--- config.mk ---
export PLATFORM = sky130hd
export DESIGN_NAME = rrb_top
export DESIGN_NICKNAME = d
export VERILOG_FILES = /design/src/logic/rrb_pkg.sv /design/src/logic/rrb_sync2.sv /design/src/logic/rrb_top.sv
export SDC_FILE = /design/constraint.sdc
export NUM_CORES = 1
export LEC_CHECK = 0
export ABC_AREA = 1
export BUFFER_PORTS_ARGS = -buffer_cell sky130_fd_sc_hd__buf_2
export CAP_MARGIN = 20
export CORE_ASPECT_RATIO = 1.1
export CORE_MARGIN = 2
export CORE_UTILIZATION = 45
export CTS_CLUSTER_DIAMETER = 100
export CTS_CLUSTER_SIZE = 16
export DETAILED_ROUTE_END_ITERATION = 12
export GPL_ROUTABILITY_DRIVEN = 0
export PLACE_DENSITY = 0.9
export SETUP_SLACK_MARGIN = 0.2
export SLEW_MARGIN = 5
export SYNTH_ARGS = -nofsm -noshare
export SYNTH_HDL_FRONTEND = slang
export SYNTH_SLANG_ARGS = --single-unit
export TNS_END_PERCENT = 5
--- constraint.sdc ---
create_clock -name core_clk -period 1.35 [get_ports core_clk]
set_input_delay 0.2025 -clock core_clk [delete_from_list [all_inputs] [get_ports core_clk]]
set_output_delay 0.2025 -clock core_clk [all_outputs]
set_load 0.02 [all_outputs]
--- src/logic/rrb_pkg.sv ---
// Overview of operation
// - base field relocates block to 2K boundary
// - base bits are address bits 15..11
// - only lowest 512 bytes decode as block
// - base resets to zero, block at 0x0000
// - writable pull-up enables for input pins
// - writable reduced-drive selects per port
// - port G load: pin high up, low down
// - port H load: pin high up, low down
// - small package: port G always pulls up
// - small package: port H always pulls down
`default_nettype none
package rrb_pkg;

  // register indices; byte address is four times the index
  localparam logic [4:0] RRB_IDX_PULLUP    = 5'h0C;
  localparam logic [4:0] RRB_IDX_DRIVE     = 5'h0D;
  localparam logic [4:0] RRB_IDX_STATUS    = 5'h0E;
  localparam logic [4:0] RRB_IDX_BASE_INIT = 5'h11;
  localparam logic [6:0] RRB_ADDR_PULLUP    = {RRB_IDX_PULLUP, 2'b00};
  localparam logic [6:0] RRB_ADDR_DRIVE     = {RRB_IDX_DRIVE, 2'b00};
  localparam logic [6:0] RRB_ADDR_BASE_INIT = {RRB_IDX_BASE_INIT, 2'b00};

  // pull-up enable field positions
  localparam int RRB_PU_A = 0;
  localparam int RRB_PU_B = 1;
  localparam int RRB_PU_E = 4;
  localparam int RRB_PU_G = 6;
  localparam int RRB_PU_H = 7;

  // reduced-drive field positions
  localparam int RRB_LD_A = 0;
  localparam int RRB_LD_B = 1;
  localparam int RRB_LD_E = 3;
  localparam int RRB_LD_G = 5;
  localparam int RRB_LD_H = 6;

  // base init fields
  localparam int RRB_BASE_MSB  = 7;
  localparam int RRB_BASE_LSB  = 3;
  localparam int RRB_WAIT_STOP = 0;

  // status fields
  localparam int RRB_ST_G_POL = 0;
  localparam int RRB_ST_H_POL = 1;
  localparam int RRB_ST_SMALL = 2;
  localparam int RRB_ST_SEL   = 3;

  // reset values and writable masks
  localparam logic [7:0] RRB_PULLUP_RST    = 8'hD0;
  localparam logic [7:0] RRB_DRIVE_RST     = 8'h00;
  localparam logic [7:0] RRB_BASE_INIT_RST = 8'h00;
  localparam logic [7:0] RRB_PULLUP_MASK   = 8'hD3;
  localparam logic [7:0] RRB_DRIVE_MASK    = 8'h6B;
  localparam logic [7:0] RRB_BASE_MASK     = 8'hF9;

  // cpu address split
  localparam int RRB_ABASE_MSB = 15;
  localparam int RRB_ABASE_LSB = 11;
  localparam int RRB_AWIN_MSB  = 10;
  localparam int RRB_AWIN_LSB  = 9;
  localparam int RRB_AOFS_MSB  = 8;

  typedef struct packed {
    logic [6:0]  address;
    logic        read;
    logic        write;
    logic [31:0] writedata;
    logic [3:0]  byteenable;
  } rrb_avs_req_type;

  typedef struct packed {
    logic a_pu;
    logic b_pu;
    logic e_pu;
    logic g_pu;
    logic g_pd;
    logic h_pu;
    logic h_pd;
    logic a_ld;
    logic b_ld;
    logic e_ld;
    logic g_ld;
    logic h_ld;
  } rrb_pad_type;

  function automatic logic rrb_block_hit(input logic [15:0] addr, input logic [4:0] base);
    rrb_block_hit = (addr[RRB_ABASE_MSB:RRB_ABASE_LSB] == base) &&
                    (addr[RRB_AWIN_MSB:RRB_AWIN_LSB] == 2'b00);
  endfunction : rrb_block_hit

endpackage : rrb_pkg
`default_nettype wire

--- src/logic/rrb_sync2.sv ---
`timescale 1ns/1ns
`default_nettype none
module rrb_sync2 (
  // clock and reset
  input  wire logic core_clk,
  input  wire logic rstn,
  // level in and out
  input  wire logic din,
  output logic      dout
);
  logic meta_r;
  logic meta_nxt;
  logic dout_nxt;

  // first stage feeds only the second
  always_comb begin
    meta_nxt = din;
    dout_nxt = meta_r;
  end

  always_ff @(posedge core_clk) begin
    if (!rstn) begin
      meta_r <= 1'b0;
      dout   <= 1'b0;
    end else begin
      meta_r <= meta_nxt;
      dout   <= dout_nxt;
    end
  end
endmodule : rrb_sync2
`default_nettype wire

--- src/logic/rrb_top.sv ---
// Our own choice: the Avalon-MM interface to the registers.
`timescale 1ns/1ns
`default_nettype none
module rrb_top #(
  parameter bit SMALL_PKG = 1'b0
) (
  // clock and reset
  input  wire logic                     core_clk,
  input  wire logic                     rstn,
  // avalon-mm slave
  input  wire rrb_pkg::rrb_avs_req_type avs_req,
  output logic [31:0]                   avs_readdata,
  output logic                          avs_waitrequest,
  // cpu address decode and stop-in-wait copy
  input  wire logic [15:0]              cpu_addr,
  output logic                          block_sel,
  output logic [8:0]                    block_offset,
  output logic                          stop_in_wait,
  // pad control
  input  wire logic                     port_g_polarity_pin,
  input  wire logic                     port_h_polarity_pin,
  output rrb_pkg::rrb_pad_type          pad_ctrl
);
  import rrb_pkg::*;

  logic        req;
  logic        ack;
  logic        aligned;
  logic [4:0]  idx;
  logic        wr_lo;
  logic [7:0]  rd_byte;
  logic [31:0] readdata_nxt;
  logic        waitrequest_nxt;
  logic [7:0]  pullup_r;
  logic [7:0]  pullup_nxt;
  logic [7:0]  drive_r;
  logic [7:0]  drive_nxt;
  logic [7:0]  base_init_r;
  logic [7:0]  base_init_nxt;
  logic        sel_nxt;
  logic [8:0]  offset_nxt;
  rrb_pad_type pad_nxt;
  logic        g_pol_sync;
  logic        h_pol_sync;
  logic        g_pol;
  logic        h_pol;

  // polarity pins come from outside, so resync first
  rrb_sync2 u_sync_g (
    .core_clk (core_clk),
    .rstn     (rstn),
    .din      (port_g_polarity_pin),
    .dout     (g_pol_sync)
  );

  rrb_sync2 u_sync_h (
    .core_clk (core_clk),
    .rstn     (rstn),
    .din      (port_h_polarity_pin),
    .dout     (h_pol_sync)
  );

  // small package ties the pins internally
  assign g_pol = SMALL_PKG ? 1'b1 : g_pol_sync;
  assign h_pol = SMALL_PKG ? 1'b0 : h_pol_sync;

  assign req     = avs_req.read | avs_req.write;
  assign ack     = req & ~avs_waitrequest;
  assign idx     = avs_req.address[6:2];
  assign aligned = (avs_req.address[1:0] == 2'b00);
  assign wr_lo   = ack & avs_req.write & avs_req.byteenable[0] & aligned;

  // read mux; unmapped and misaligned read as zero
  always_comb begin
    rd_byte = 8'h00;
    if (aligned) begin
      unique case (idx)
        RRB_IDX_PULLUP:    rd_byte = pullup_r;
        RRB_IDX_DRIVE:     rd_byte = drive_r;
        RRB_IDX_BASE_INIT: rd_byte = base_init_r;
        RRB_IDX_STATUS: begin
          rd_byte[RRB_ST_G_POL] = g_pol;
          rd_byte[RRB_ST_H_POL] = h_pol;
          rd_byte[RRB_ST_SMALL] = SMALL_PKG;
          rd_byte[RRB_ST_SEL]   = block_sel;
        end
        default: rd_byte = 8'h00;
      endcase
    end
  end

  // one wait cycle per access; read data stands with the ack
  always_comb begin
    waitrequest_nxt = 1'b1;
    readdata_nxt    = 32'h0000_0000;
    if (req && avs_waitrequest) begin
      waitrequest_nxt = 1'b0;
      readdata_nxt    = {24'h00_0000, rd_byte};
    end
  end

  always_ff @(posedge core_clk) begin
    if (!rstn) begin
      avs_waitrequest <= 1'b1;
      avs_readdata    <= 32'h0000_0000;
    end else begin
      avs_waitrequest <= waitrequest_nxt;
      avs_readdata    <= readdata_nxt;
    end
  end

  // register writes take effect on the acked edge only
  always_comb begin
    pullup_nxt    = pullup_r;
    drive_nxt     = drive_r;
    base_init_nxt = base_init_r;
    if (wr_lo) begin
      unique case (idx)
        RRB_IDX_PULLUP:    pullup_nxt = avs_req.writedata[7:0] & RRB_PULLUP_MASK;
        RRB_IDX_DRIVE:     drive_nxt = avs_req.writedata[7:0] & RRB_DRIVE_MASK;
        RRB_IDX_BASE_INIT: base_init_nxt = avs_req.writedata[7:0] & RRB_BASE_MASK;
        default: ;
      endcase
    end
  end

  always_ff @(posedge core_clk) begin
    if (!rstn) begin
      pullup_r    <= RRB_PULLUP_RST;
      drive_r     <= RRB_DRIVE_RST;
      base_init_r <= RRB_BASE_INIT_RST;
    end else begin
      pullup_r    <= pullup_nxt;
      drive_r     <= drive_nxt;
      base_init_r <= base_init_nxt;
    end
  end

  // registered decode costs a cycle but keeps outputs glitch free
  always_comb begin
    sel_nxt    = rrb_block_hit(cpu_addr, base_init_r[RRB_BASE_MSB:RRB_BASE_LSB]);
    offset_nxt = cpu_addr[RRB_AOFS_MSB:0];
  end

  // pad controls; pulls only matter on pins set as inputs
  always_comb begin
    pad_nxt.a_pu = pullup_r[RRB_PU_A];
    pad_nxt.b_pu = pullup_r[RRB_PU_B];
    pad_nxt.e_pu = pullup_r[RRB_PU_E];
    pad_nxt.g_pu = pullup_r[RRB_PU_G] & g_pol;
    pad_nxt.g_pd = pullup_r[RRB_PU_G] & ~g_pol;
    pad_nxt.h_pu = pullup_r[RRB_PU_H] & h_pol;
    pad_nxt.h_pd = pullup_r[RRB_PU_H] & ~h_pol;
    pad_nxt.a_ld = drive_r[RRB_LD_A];
    pad_nxt.b_ld = drive_r[RRB_LD_B];
    pad_nxt.e_ld = drive_r[RRB_LD_E];
    pad_nxt.g_ld = drive_r[RRB_LD_G];
    pad_nxt.h_ld = drive_r[RRB_LD_H];
  end

  always_ff @(posedge core_clk) begin
    if (!rstn) begin
      block_sel    <= 1'b0;
      block_offset <= 9'h000;
      stop_in_wait <= 1'b0;
      pad_ctrl     <= '0;
    end else begin
      block_sel    <= sel_nxt;
      block_offset <= offset_nxt;
      stop_in_wait <= base_init_r[RRB_WAIT_STOP];
      pad_ctrl     <= pad_nxt;
    end
  end
endmodule : rrb_top
`default_nettype wire

==> results.sh <==
export IMPL_fin_worst_skew_ns=0.00568
export IMPL_ys_seq_area_share_pct=45.0
export IMPL_viasPerCell=4.56
export IMPL_fin_area_mm2=0.00270
export IMPL_instances_no_fill=420
export IMPL_startpoint="avs_waitrequest"
export IMPL_track_usage_pct=16.1
export IMPL_reg2reg_slack_ns=0.25
export IMPL_post_synth_inst_count=291
export IMPL_r2r_end="pullup_r[7]"
export IMPL_ys_warn_count=0
export IMPL_avgSynthCellArea_um2=7.79
export IMPL_cts_reportedPaths_clkPinSlew_ns=0.09
export IMPL_holdWs_ns=0.0720
export IMPL_fp_dieH_um=78.4
export IMPL_worstPathArrival_ns=1.29
export IMPL_powerDensity_mw_per_mm2=1020
export IMPL_numCtsBuffers=5
export IMPL_finalCritPeriodShare_pct=81.4
export IMPL_vias=1914
export IMPL_syn_area_mm2=0.00227
export IMPL_ant_nets=0
export IMPL_r2r_worst_path_cells=6
export IMPL_finalCriticalPeriod_ns=1.10
export IMPL_numPortBuffers=67
export IMPL_fillers=451
export IMPL_die_x_um=71.7
export IMPL_start_kind="flop"
export IMPL_finalSetupViolCount=0
export IMPL_dp_cells=409
export IMPL_clock_path_buffers=2
export IMPL_multi_input_area_um2=958
export IMPL_dieArea_mm2=0.00562
export IMPL_htreeDepth=2
export IMPL_fin_util_pct=54.8
export IMPL_diodes=0
export IMPL_drc=0
export IMPL_preCtsSetupSlack_ns=0.103
export IMPL_power_total_mw=2.75
export IMPL_setup_tns_ns=0
export IMPL_place_area_mm2=0.00255
export IMPL_clk_latency_ns=0.31
export IMPL_wl_per_cell_um=11.0
export IMPL_status="completed"
export IMPL_pin_count=121
export IMPL_yosys_register_bits=51
export IMPL_synthTopCellsByArea="dfxtp_1, nand2_1, buf_4, inv_1, nor2_1"
export IMPL_drt_initial_drc_count=123
export IMPL_seqCellArea_mm2=0.00102
export IMPL_wirelength_um=4630
export IMPL_drive_gt1_share_pct=30.1
export IMPL_clock_sinks=51
export IMPL_yosysUniqueCellTypes=25
export IMPL_critPathKind="reg2reg"
export IMPL_final_hold_violation_count=0
export IMPL_min_delay_start="cpu_addr[0]"
export IMPL_synth_top_area_cell="dfxtp_1"
export IMPL_overflow=0
export IMPL_peakVddDrop_mv=0.707
export IMPL_start_util_pct=46.0
export IMPL_grt_pass1_vias=1715
export IMPL_fin_ws_ns=0.251
export IMPL_hold_path_class="in2reg"
export IMPL_synth_top_area_share_pct=45.0
export IMPL_r2r_start="avs_waitrequest"
export IMPL_timing_fmax_mhz=910
export IMPL_rsz0062_at_grt="true"
export IMPL_syn_to_final_growth_pct=19.2
export IMPL_leakage_nw=1.47
export IMPL_grt_pass1_wl_um=7240
export IMPL_cp_max_fo=4
export IMPL_slew_violations=0
export IMPL_max_cap_violations=0
export IMPL_grt_max_degree=29
export IMPL_cts_root_buf="clkbuf_8"
export IMPL_first_pass_iters=5
export IMPL_crit_end="pullup_r[7]"
export IMPL_antenna_found_initial=0
export IMPL_worstPathRequired_ns=1.54
export IMPL_rows=27
export IMPL_post_dp_hpwl_um=3400
export IMPL_fin_nets=426
export IMPL_core_mm2=0.00493
export IMPL_cp_end_kind="flop"
export IMPL_cts_tree="yes"
cell usage after synthesis:
cell	instances
buf_6	2
xnor2_1	5
o21ai_0	1
a21oi_2	1
nand2_1	65
inv_1	37
a21oi_1	6
nand3_4	1
nand3_2	6
nand4_1	4
nand3_1	24
clkbuf_1	4
nor2_1	34
buf_2	1
nand3b_1	1
nor2_4	8
inv_2	5
buf_4	26
nor2_2	2
nand2_2	3
dfxtp_1	51
nand2_4	1
nor2_8	1
nor3_1	1
conb_1	1
sequential cells by signal, indices dropped and copies added (netlist names):
signal / count
avs_readdata: 7
block_offset: 9
pad_ctrl: 12
block_sel: 1
drive_r: 5
pullup_r: 5
u_sync_g.dout_nxt: 1
u_sync_g.dout: 1
u_sync_h.dout_nxt: 1
avs_waitrequest: 1
base_init_r: 6
stop_in_wait: 1
u_sync_h.dout: 1
where the power goes:
| part | leakage (nW) | internal (mW) | switching [mW] |
|---|---|---|---|
| logic | 1.02 | 0.101 | 0.234 |
| clock network | 0.0402 | 0.361 | 0.509 |
| registers | 0.416 | 1.53 | 0.00928 |
per-layer routing:
metal | up-vias | share of wire [%] | global-route usage, %
met5 | - | 0 | 0
met4 | 0 | 2.1 | 5.66
li1 | 964 | - | -
met1 | 837 | 39 | 16.9
met3 | 14 | 7.9 | 4.11
met2 | 99 | 51 | 30.4
placed cells by master (no fill, tap or decap), types with 6 or more instances in the layout:
cell type,n
nand3_2,6
nand2_1,65
nor2_4,9
a21oi_1,6
nand3_1,23
nor2_1,34
buf_2,67
dfxtp_1,51
inv_1,37
conb_1,25
logic make-up (layout without fill, tap and decap cells):
logic type	count (synthesis)	after routing	share of synthesized area, %
AO/OA/AOI/OAI	8	8	1.93
XOR/XNOR	5	5	1.93
buffers and inverters	75	122	17.4
flip-flops	51	51	45.0
other	1	25	0.165
AND/OR/NAND/NOR	151	151	33.5
critical path, cell delays in order, from the launching register on:
cell	delay, ns
dfxtp_1	0.33
inv_2	0.10
nand3_4	0.10
nor2_8	0.15
nand2_1	0.12
nand2_1	0.10
nand3_1	0.09
worst min-delay path by stage:
stage / end / depth (start not counted) / slack, ns
after floorplan: block_offset[0] / 2 / 0.30
after global placement: block_offset[4] / 3 / 0.38
after detailed placement: block_offset[7] / 3 / 0.39
after CTS: block_offset[0] / 3 / 0.07
after global routing: block_offset[5] / 3 / 0.08
final: block_offset[0] / 3 / 0.07
cell type report:
type                       count  share of cell area [%]
sequential                    51                    37.8
multi-input combinational    189                    35.5
timing repair buffer          72                    14.9
inverter                      42                    5.84
tap                           58                    2.69
clock buffer                   5                    2.55
clock inverter                 3                   0.741
what timing repair did:
item                       in CTS  in global routing
resized for setup               0                  2
pin swaps                       1                  1
setup endpoints to repair       3                 17
hold buffers                    0                  0
setup buffers                   2                  0
gates cloned                    0                  1
No activity file was read; power rests on OpenSTA's default activity.
